--- src/mic_pkg.sv ---
// constants and types shared by the interrupt controller files
package mic_pkg;
	localparam int unsigned CLK_PERIOD_NS = 25;
	localparam int unsigned CLKS_PER_INSTR = 4;
	localparam logic [1:0] LAST_PHASE = 2'(CLKS_PER_INSTR - 1);
	localparam int unsigned MIN_RESPONSE_INSTR = 5;
	localparam int unsigned MAX_RESPONSE_INSTR = 13;
	localparam int unsigned MAX_RESPONSE_CLKS =
		MAX_RESPONSE_INSTR * CLKS_PER_INSTR;
	localparam int unsigned STARTUP_TIME_NS = 1000;
	localparam int unsigned STARTUP_CYCLES =
		(STARTUP_TIME_NS + CLK_PERIOD_NS - 1) / CLK_PERIOD_NS;
	localparam int unsigned STARTUP_W = 6;

	localparam logic [7:0] ADDR_EXT_EN = 8'he8;
	localparam logic [7:0] ADDR_EXT_PRIO = 8'hf8;
	localparam logic [7:0] ADDR_BASE_EN = 8'ha8;
	localparam logic [7:0] ADDR_BASE_PRIO = 8'hb8;
	localparam logic [7:0] ADDR_EXT_FLAG = 8'h91;
	localparam logic [7:0] ADDR_EXT_CTRL = 8'hd8;
	localparam logic [7:0] ADDR_CLK_CTRL = 8'hb6;

	localparam logic [2:0] RSVD_ONES = 3'h7;
	localparam int unsigned GLOBAL_EN_POS = 7;
	localparam int unsigned FLAG_LO_POS = 4;
	localparam int unsigned FLAG_ONE_POS = 3;
	localparam int unsigned WAKE_FLAG_POS = 3;
	localparam int unsigned CTRL_ONE_POS = 6;
	localparam int unsigned NUM_BASE = 6;
	localparam int unsigned NUM_SRC = 11;

	typedef enum logic [3:0] {
		SRC_EXT0,
		SRC_TMR0,
		SRC_EXT1,
		SRC_TMR1,
		SRC_SERIAL,
		SRC_TMR2,
		SRC_CONV_DONE,
		SRC_SPI_READY,
		SRC_DATA_READY,
		SRC_ADDR_MATCH,
		SRC_WAKEUP
	} mic_src_t;

	typedef struct packed {
		logic instr_end;
		logic is_return_from_irq;
	} mic_cpu_t;

	typedef struct packed {
		logic [7:0] addr;
		logic wr;
		logic [7:0] wdata;
	} mic_sfr_t;

	typedef struct packed {
		logic req;
		logic high;
		mic_src_t src;
	} mic_irq_t;

	typedef struct packed {
		logic [2:0] sync;
		logic stable;
		logic low;
		logic event_q;
	} mic_smp_state_t;

	localparam mic_smp_state_t SMP_RESET = '{
		sync: 3'h7, stable: 1'b1, low: 1'b0, event_q: 1'b0};

	typedef struct packed {
		logic [1:0] phase;
		logic [4:0] ext_en;
		logic [4:0] ext_prio;
		logic [3:0] flag;
		logic wake_flag;
		logic [3:0] src_prev;
		logic [1:0] edge_pend;
		logic in_low;
		logic in_high;
		logic sfr_hold;
		logic win_valid;
		logic win_high;
		mic_src_t win_src;
		logic [7:0] rdata;
		logic rhit;
		logic power_down;
		logic waking;
		logic [STARTUP_W-1:0] start_cnt;
	} mic_ctl_state_t;

	localparam mic_ctl_state_t CTL_RESET = '0;
endpackage
--- src/mic_irq_ctrl.sv ---
// interrupt controller: extended enables, priorities, arbitration
`timescale 1ns/1ps
module mic_irq_ctrl
	import mic_pkg::*;
(
	input wire logic I_CLK,
	input wire logic I_RSTN,
	input wire mic_sfr_t I_SFR,
	input wire mic_cpu_t I_CPU,
	input wire logic [7:0] I_BASE_EN,
	input wire logic [7:0] I_BASE_PRIO,
	input wire logic [1:0] I_EXT_TYPE,
	input wire logic [1:0] I_EXT_IRQ_PIN_N,
	input wire logic [3:0] I_PERIPH_FLAG,
	input wire logic [3:0] I_EVT_SRC,
	input wire logic I_RTC_WAKE,
	input wire logic I_GPIO_WAKE,
	output mic_irq_t O_IRQ,
	output logic [7:0] O_SFR_RDATA,
	output logic O_SFR_HIT,
	output logic [1:0] O_EXT_PENDING,
	output logic [1:0] O_IN_SERVICE,
	output logic O_POWER_DOWN
);
	mic_ctl_state_t st;
	mic_ctl_state_t next_st;
	logic fourth_clock_phase;
	logic [1:0] ext_evt;
	logic [1:0] ext_low;
	logic [1:0] ext_pending;
	logic [NUM_SRC-1:0] flags;
	logic [NUM_SRC-1:0] enables;
	logic [NUM_SRC-1:0] prios;
	logic [NUM_SRC-1:0] active;
	logic [NUM_SRC-1:0] hi_req;
	logic [NUM_SRC-1:0] lo_req;
	logic wr_ext_en;
	logic wr_ext_prio;
	logic wr_flag;
	logic wr_ctrl;
	logic wr_clk;
	logic wr_irq_sfr;
	logic hold;
	logic slot_free;
	logic take;
	logic wake;

	function automatic logic is_wr(input mic_sfr_t s, input logic [7:0] a);
		return s.wr && s.addr == a;
	endfunction

	// lowest index wins inside one level
	function automatic mic_src_t first_set(input logic [NUM_SRC-1:0] v);
		logic [3:0] idx;
		idx = 4'h0;
		for (int i = NUM_SRC - 1; i >= 0; i--)
		begin
			if (v[i])
				idx = 4'(i);
		end
		return mic_src_t'(idx);
	endfunction

	// the divider marks the last clock of each instruction cycle
	assign fourth_clock_phase = st.phase == LAST_PHASE;

	genvar g;
	generate
		for (g = 0; g < 2; g++)
		begin : g_pin
			mic_pin_sampler u_smp (
				.i_clk(I_CLK),
				.i_rstn(I_RSTN),
				.i_pin_n(I_EXT_IRQ_PIN_N[g]),
				.i_sample(fourth_clock_phase),
				.i_edge_mode(I_EXT_TYPE[g]),
				.o_event(ext_evt[g]),
				.o_low(ext_low[g])
			);
			// level mode follows the pin sample; no capture is kept
			assign ext_pending[g] = I_EXT_TYPE[g] ? st.edge_pend[g]
				: ext_low[g];
		end
	endgenerate

	assign wr_ext_en = is_wr(I_SFR, ADDR_EXT_EN);
	assign wr_ext_prio = is_wr(I_SFR, ADDR_EXT_PRIO);
	assign wr_flag = is_wr(I_SFR, ADDR_EXT_FLAG);
	assign wr_ctrl = is_wr(I_SFR, ADDR_EXT_CTRL);
	assign wr_clk = is_wr(I_SFR, ADDR_CLK_CTRL);
	assign wr_irq_sfr = wr_ext_en | wr_ext_prio
		| is_wr(I_SFR, ADDR_BASE_EN) | is_wr(I_SFR, ADDR_BASE_PRIO);
	assign wake = I_RTC_WAKE | I_GPIO_WAKE;

	// natural order: ext0, tmr0, ext1, tmr1, serial, tmr2, int2..5, wakeup
	assign flags = {st.wake_flag, st.flag, I_PERIPH_FLAG[3:2],
		I_PERIPH_FLAG[1], ext_pending[1], I_PERIPH_FLAG[0],
		ext_pending[0]};
	assign enables = {st.ext_en, I_BASE_EN[NUM_BASE-1:0]}
		& {NUM_SRC{I_BASE_EN[GLOBAL_EN_POS]}};
	assign prios = {st.ext_prio, I_BASE_PRIO[NUM_BASE-1:0]};
	assign active = flags & enables;
	assign hi_req = active & prios;
	assign lo_req = active & ~prios;

	// one more instruction after a return or an enable/priority write
	assign hold = I_CPU.is_return_from_irq | st.sfr_hold | wr_irq_sfr;
	assign slot_free = st.win_high ? !st.in_high
		: !st.in_high && !st.in_low;
	// only at an instruction boundary, so the current one finishes
	assign take = I_CPU.instr_end && st.win_valid && slot_free && !hold
		&& !st.power_down && I_BASE_EN[GLOBAL_EN_POS];

	always_comb
	begin
		next_st = st;
		next_st.phase = st.phase + 2'h1;
		next_st.src_prev = I_EVT_SRC;

		if (wr_ext_en)
			next_st.ext_en = I_SFR.wdata[4:0];
		if (wr_ext_prio)
			next_st.ext_prio = I_SFR.wdata[4:0];

		// hardware sets win over a software clear in the same cycle
		if (wr_flag)
			next_st.flag = I_SFR.wdata[7:FLAG_LO_POS];
		next_st.flag = next_st.flag | (I_EVT_SRC & ~st.src_prev);
		if (wr_ctrl)
			next_st.wake_flag = I_SFR.wdata[WAKE_FLAG_POS];
		if (wake)
			next_st.wake_flag = 1'b1;

		for (int i = 0; i < 2; i++)
		begin
			if (take && O_IRQ.src == mic_src_t'(4'(2 * i)))
				next_st.edge_pend[i] = 1'b0;
			if (!I_EXT_TYPE[i])
				next_st.edge_pend[i] = 1'b0;
			else if (ext_evt[i])
				next_st.edge_pend[i] = 1'b1;
		end

		if (I_CPU.instr_end)
			next_st.sfr_hold = wr_irq_sfr;
		else if (wr_irq_sfr)
			next_st.sfr_hold = 1'b1;

		// priority level first, natural order second
		next_st.win_valid = 1'b0;
		next_st.win_high = 1'b0;
		next_st.win_src = first_set(lo_req);
		if (|hi_req)
		begin
			next_st.win_valid = 1'b1;
			next_st.win_high = 1'b1;
			next_st.win_src = first_set(hi_req);
		end
		else if (|lo_req)
			next_st.win_valid = 1'b1;

		if (take)
		begin
			if (st.win_high)
				next_st.in_high = 1'b1;
			else
				next_st.in_low = 1'b1;
		end
		else if (I_CPU.instr_end && I_CPU.is_return_from_irq)
		begin
			// the innermost routine is the high one when both run
			if (st.in_high)
				next_st.in_high = 1'b0;
			else
				next_st.in_low = 1'b0;
		end

		if (wr_clk && I_SFR.wdata != 8'h00)
			next_st.power_down = 1'b1;
		if (st.power_down && !st.waking && wake)
		begin
			next_st.waking = 1'b1;
			next_st.start_cnt = STARTUP_W'(STARTUP_CYCLES - 1);
		end
		if (st.waking)
		begin
			// regulator and clock start time delays the wakeup service
			if (st.start_cnt == '0)
			begin
				next_st.waking = 1'b0;
				next_st.power_down = 1'b0;
			end
			else
				next_st.start_cnt = st.start_cnt - STARTUP_W'(1);
		end

		next_st.rhit = 1'b1;
		unique case (I_SFR.addr)
			ADDR_EXT_EN:
				next_st.rdata = {RSVD_ONES, st.ext_en};
			ADDR_EXT_PRIO:
				next_st.rdata = {RSVD_ONES, st.ext_prio};
			ADDR_EXT_FLAG:
				next_st.rdata = {st.flag, 4'h0}
					| 8'(1 << FLAG_ONE_POS);
			ADDR_EXT_CTRL:
			begin
				next_st.rdata = 8'h00;
				next_st.rdata[WAKE_FLAG_POS] = st.wake_flag;
				next_st.rdata[CTRL_ONE_POS] = 1'b1;
			end
			default:
			begin
				next_st.rdata = 8'h00;
				next_st.rhit = 1'b0;
			end
		endcase
	end

	always_ff @(posedge I_CLK or negedge I_RSTN)
	begin
		if (!I_RSTN)
			st <= CTL_RESET;
		else
			st <= next_st;
	end

	assign O_IRQ.req = take;
	assign O_IRQ.high = st.win_high;
	assign O_IRQ.src = st.win_src;
	assign O_SFR_RDATA = st.rdata;
	assign O_SFR_HIT = st.rhit;
	assign O_EXT_PENDING = ext_pending;
	assign O_IN_SERVICE = {st.in_high, st.in_low};
	assign O_POWER_DOWN = st.power_down;
endmodule

--- src/mic_pin_sampler.sv ---
// external interrupt pin synchroniser and per-instruction sampler
`timescale 1ns/1ps
module mic_pin_sampler
	import mic_pkg::*;
(
	input wire logic i_clk,
	input wire logic i_rstn,
	input wire logic i_pin_n,
	input wire logic i_sample,
	input wire logic i_edge_mode,
	output logic o_event,
	output logic o_low
);
	mic_smp_state_t st;
	mic_smp_state_t next_st;

	always_comb
	begin
		next_st = st;
		next_st.sync = {st.sync[1:0], i_pin_n};
		// a change is believed only once the two later stages agree
		if (st.sync[2] == st.sync[1])
			next_st.stable = st.sync[2];
		next_st.event_q = 1'b0;
		if (i_sample)
		begin
			next_st.low = ~st.stable;
			if (i_edge_mode)
				next_st.event_q = ~st.low & ~st.stable;
			else
				next_st.event_q = ~st.stable;
		end
	end

	always_ff @(posedge i_clk or negedge i_rstn)
	begin
		if (!i_rstn)
			st <= SMP_RESET;
		else
			st <= next_st;
	end

	assign o_event = st.event_q;
	assign o_low = st.low;
endmodule

--- config.mk ---
export PLATFORM = sky130hd
export DESIGN_NAME = mic_irq_ctrl
export DESIGN_NICKNAME = d
export VERILOG_FILES = /design/src/mic_pkg.sv /design/src/mic_irq_ctrl.sv /design/src/mic_pin_sampler.sv
export SDC_FILE = /design/constraint.sdc
export NUM_CORES = 1
export LEC_CHECK = 0
export BUFFER_PORTS_ARGS = -buffer_cell sky130_fd_sc_hd__clkbuf_2
export CAP_MARGIN = 20
export CORE_MARGIN = 8
export CORE_UTILIZATION = 40
export CTS_CLUSTER_DIAMETER = 80
export DETAILED_ROUTE_END_ITERATION = 8
export SYNTH_ARGS = -nofsm -noshare
export SYNTH_HDL_FRONTEND = slang
export SYNTH_SLANG_ARGS = --single-unit
export TNS_END_PERCENT = 50
--- constraint.sdc ---
create_clock -name I_CLK -period 3.3 [get_ports I_CLK]
set_clock_uncertainty 0.05 [all_clocks]
set_input_delay 0.165 -clock I_CLK [delete_from_list [all_inputs] [get_ports I_CLK]]
set_output_delay 0.165 -clock I_CLK [all_outputs]
set_load 0.02 [all_outputs]
==> run_results.csv <==
group,metric,value,unit
outcome,run_status,"completed",
floorplanning,start_util,0.4121,
global_route,grt_pass1_vias,2279,
timing,tightestPinTransition,0.7692,ns
logic_synthesis,synth_cell_types,48,
logic_synthesis,synth_compound_area_frac,0.09293,
logic_synthesis,synth_edf_count,0,
global_route,grt_max_degree,62,
setup_path,cp_data_required_time,3.51,ns
clock_network,cts_hold_buf,13,
clock_network,root_buffer,"clkbuf_8",
logic_synthesis,synth_xor_area_frac,0.008790,
logic_synthesis,synth_top_area_frac,0.4437,
floorplanning,dieHeight,102.4,um
clock_network,post_cts_buffers,0,
floorplanning,dieWidth,102.4,um
floorplanning,num_rows,31,
logic_synthesis,yosys_register_bits,61,
setup_path,cp_max_fo,4,
cells_and_area,nets,400,
pwr,power_density,517.6,mW/mm2
timing,slew_viol_final,0,
setup_path,cp-end-kind,"register",
drt,viasPerCell,5.011,
clock_network,cts_buffers,9,
timing,clock.fmax,461.7,MHz
cells_and_area,fin_cells,451,
drt,wirelength,6595,um
logic_synthesis,yosysTopAreaCell,"dfrtp_1",
logic_synthesis,synth.area.top_cells,"dfrtp_1, dfstp_2, buf_4",
logic_synthesis,ys_seq_area_frac,0.5140,
logic_synthesis,synthSimpleGateAreaFrac,0.2168,
drt,wl_per_cell,14.62,um
logic_synthesis,synth_adder_area_share,0.01507,
run,max_cap_violations,0,
setup_path,cp.arrival,2.38,ns
setup_path,critical_path_class,"reg -> reg",
logic_synthesis,synth.area.mux_share,0.07953,
cells_and_area,layout_commonest_cell,"clkbuf_2",
place,numPortBuffers,67,
logic_synthesis,yosys_warnings,0,
place,globalplace.congestion,0.8068,
cells_and_area,syn_to_final_growth,21.60,%
cells_and_area,final_cell_mix,"clkbuf_2, dfrtp_1, nor2_1",
floorplanning,core_area,0.007253,mm2
clock_network,ctsResizeCount,0,
timing,setup_viol,0,
cells_and_area,n_antenna_cell,0,
worst_hold_path,min_path_type,"in -> reg",
global_route,grt_usage,0.1321,
place,dp_hpwl,5075,um
logic_synthesis,syn_nets,331,
clock_network,clockBufferDepth,2,
setup_path,cp-start-kind,"register",
logic_synthesis,synth_top_family_by_area,"simple AND/OR/NAND/NOR gates",
global_route,grt_pass1_wl,10640,um
drt,dr.pass1.iters,4,
drt,drc_errors,0,
timing,fin_crit,2.166,ns
clock_network,cts.clk_slew.worst_paths,0.07,ns
clock_network,clock-sinks,61,
timing,relSlewSlack,0.4872,
logic_synthesis,synth_flop_cell,"dfrtp_1",
clock_network,htree_levels,3,
timing,period_share,0.6563,
floorplanning,dieArea,0.01050,mm2
logic_synthesis,syn_inst,278,
pwr,total_leakage_power,1.808,nW
drt,vias,2260,
timing,finalHoldViolations,0,
logic_synthesis,synthArstFlopShare,1.000,
floorplanning,ios,71,
place,placed_cells,422,
timing,tns,0,ns
clock_network,insertion_delay,0.33,ns
logic_synthesis,synth_area,0.002989,mm2
cells_and_area,nFillCells,700,
cells_and_area,drive_above_1_share,0.3267,
logic_synthesis,syn_avg_cell_area,10.75,um2
clock_network,cts_tree,"yes",
global_route,overflow,0,
drt,drtIter0Drc,59,
global_route,antenna_found_initial,0,
timing,rsz0062_at_grt,"no",
pwr,vdd_ir_drop_max,0.2515,mV
drt,ant_nets,0,
state kept, by name (all words and copies together) (netlist names):
name	cells
O_IN_SERVICE	2
O_IRQ	5
O_POWER_DOWN	1
O_SFR_HIT	1
O_SFR_RDATA	8
flags	5
g_pin.u_smp.next_st	4
g_pin.u_smp.o_event	2
g_pin.u_smp.o_low	2
g_pin.u_smp.st	4
prios	5
st	22
per-layer routing:
layer | global-route usage | routed length [um]
met5 | 0 | 0
met4 | 0.06772 | 118
met3 | 0.02997 | 461
met2 | 0.2093 | 3005
met1 | 0.1645 | 3010
cells in the mapped netlist (7+ instances only):
cell type  count
buf_4         19
nand2_1       18
dfrtp_1       53
a21oi_1       14
dfstp_2        8
mux2_2        10
nand4_1       10
and4b_1        7
o21ai_0       16
nor2_1        21
inv_1         15
mux2i_1       11
per-stage QoR:
step	setup WS [ns]	instance area [um2]	total power [mW]	hold slack, ns	utilization
6_report	1.134	3635	1.881	0.02345	0.5011
3_3_place_gp	1.424	3294	1.202	0.2043	0.4542
3_5_place_dp	1.395	3294	1.209	0.2039	0.4542
5_1_grt	1.010	3635	1.986	0.02779	0.5011
2_1_floorplan	1.540	2989	1.112	-0.1806	-
4_1_cts	1.124	3635	1.911	0.004651	0.5011
worst max-delay path, stage by stage, from the launching register on:
cell and delay, ns:
dfrtp_1 0.44, or4b_1 0.54, a21oi_1 0.11, and3_2 0.23, a21oi_1 0.07, a21oi_1 0.10, dlygate4sd3_1 0.56
final cells by class:
| type | instances | area, um2 | area share |
|---|---|---|---|
| sequential | 61 | 1536 | 0.4227 |
| inverter | 15 | 56.30 | 0.01549 |
| tap | 99 | 123.9 | 0.03408 |
| multi-input combinational | 179 | 1235 | 0.3398 |
| clock inverter | 4 | 45.04 | 0.01239 |
| timing repair buffer | 81 | 473.0 | 0.1301 |
| clock buffer | 12 | 165.2 | 0.04544 |
path summary, 6_finish.rpt:
check                      slack (ns)  cells past startpoint                                start                                   to
max                              1.13                      6               O_POWER_DOWN$_DFF_PN0_          O_IN_SERVICE[1]$_DFFE_PN0P_
min reg2reg                      0.31                      0  g_pin[1].u_smp.next_st[4]$_DFF_PN1_  g_pin[1].u_smp.next_st[5]$_DFF_PN1_
min                              0.02                      2                             I_CPU[1]          O_IN_SERVICE[0]$_DFFE_PN0P_
min in group asynchronous        0.48                      3                               I_RSTN                     st[29]$_DFF_PN0_
max reg2reg                      1.13                      6               O_POWER_DOWN$_DFF_PN0_          O_IN_SERVICE[1]$_DFFE_PN0P_
max in group asynchronous        2.21                      3                               I_RSTN                   O_IRQ[0]$_DFF_PN0_
where the power goes:
| group | switching, mW | internal [mW] | total, mW |
|---|---|---|---|
| clock | 0.271 | 0.406 | 0.678 |
| combinational | 0.159 | 0.147 | 0.306 |
| sequential | 0.0688 | 0.829 | 0.897 |
cells by family after synthesis:
kind of cell,Yosys count
and+or+nand+nor,103
DFF,61
AOI/OAI and AO/OA,47
buffers and inverters,38
muxes,22
adders and majority gates,4
xor gates and xnor gates,3
No activity file was read; power rests on OpenSTA's default activity.
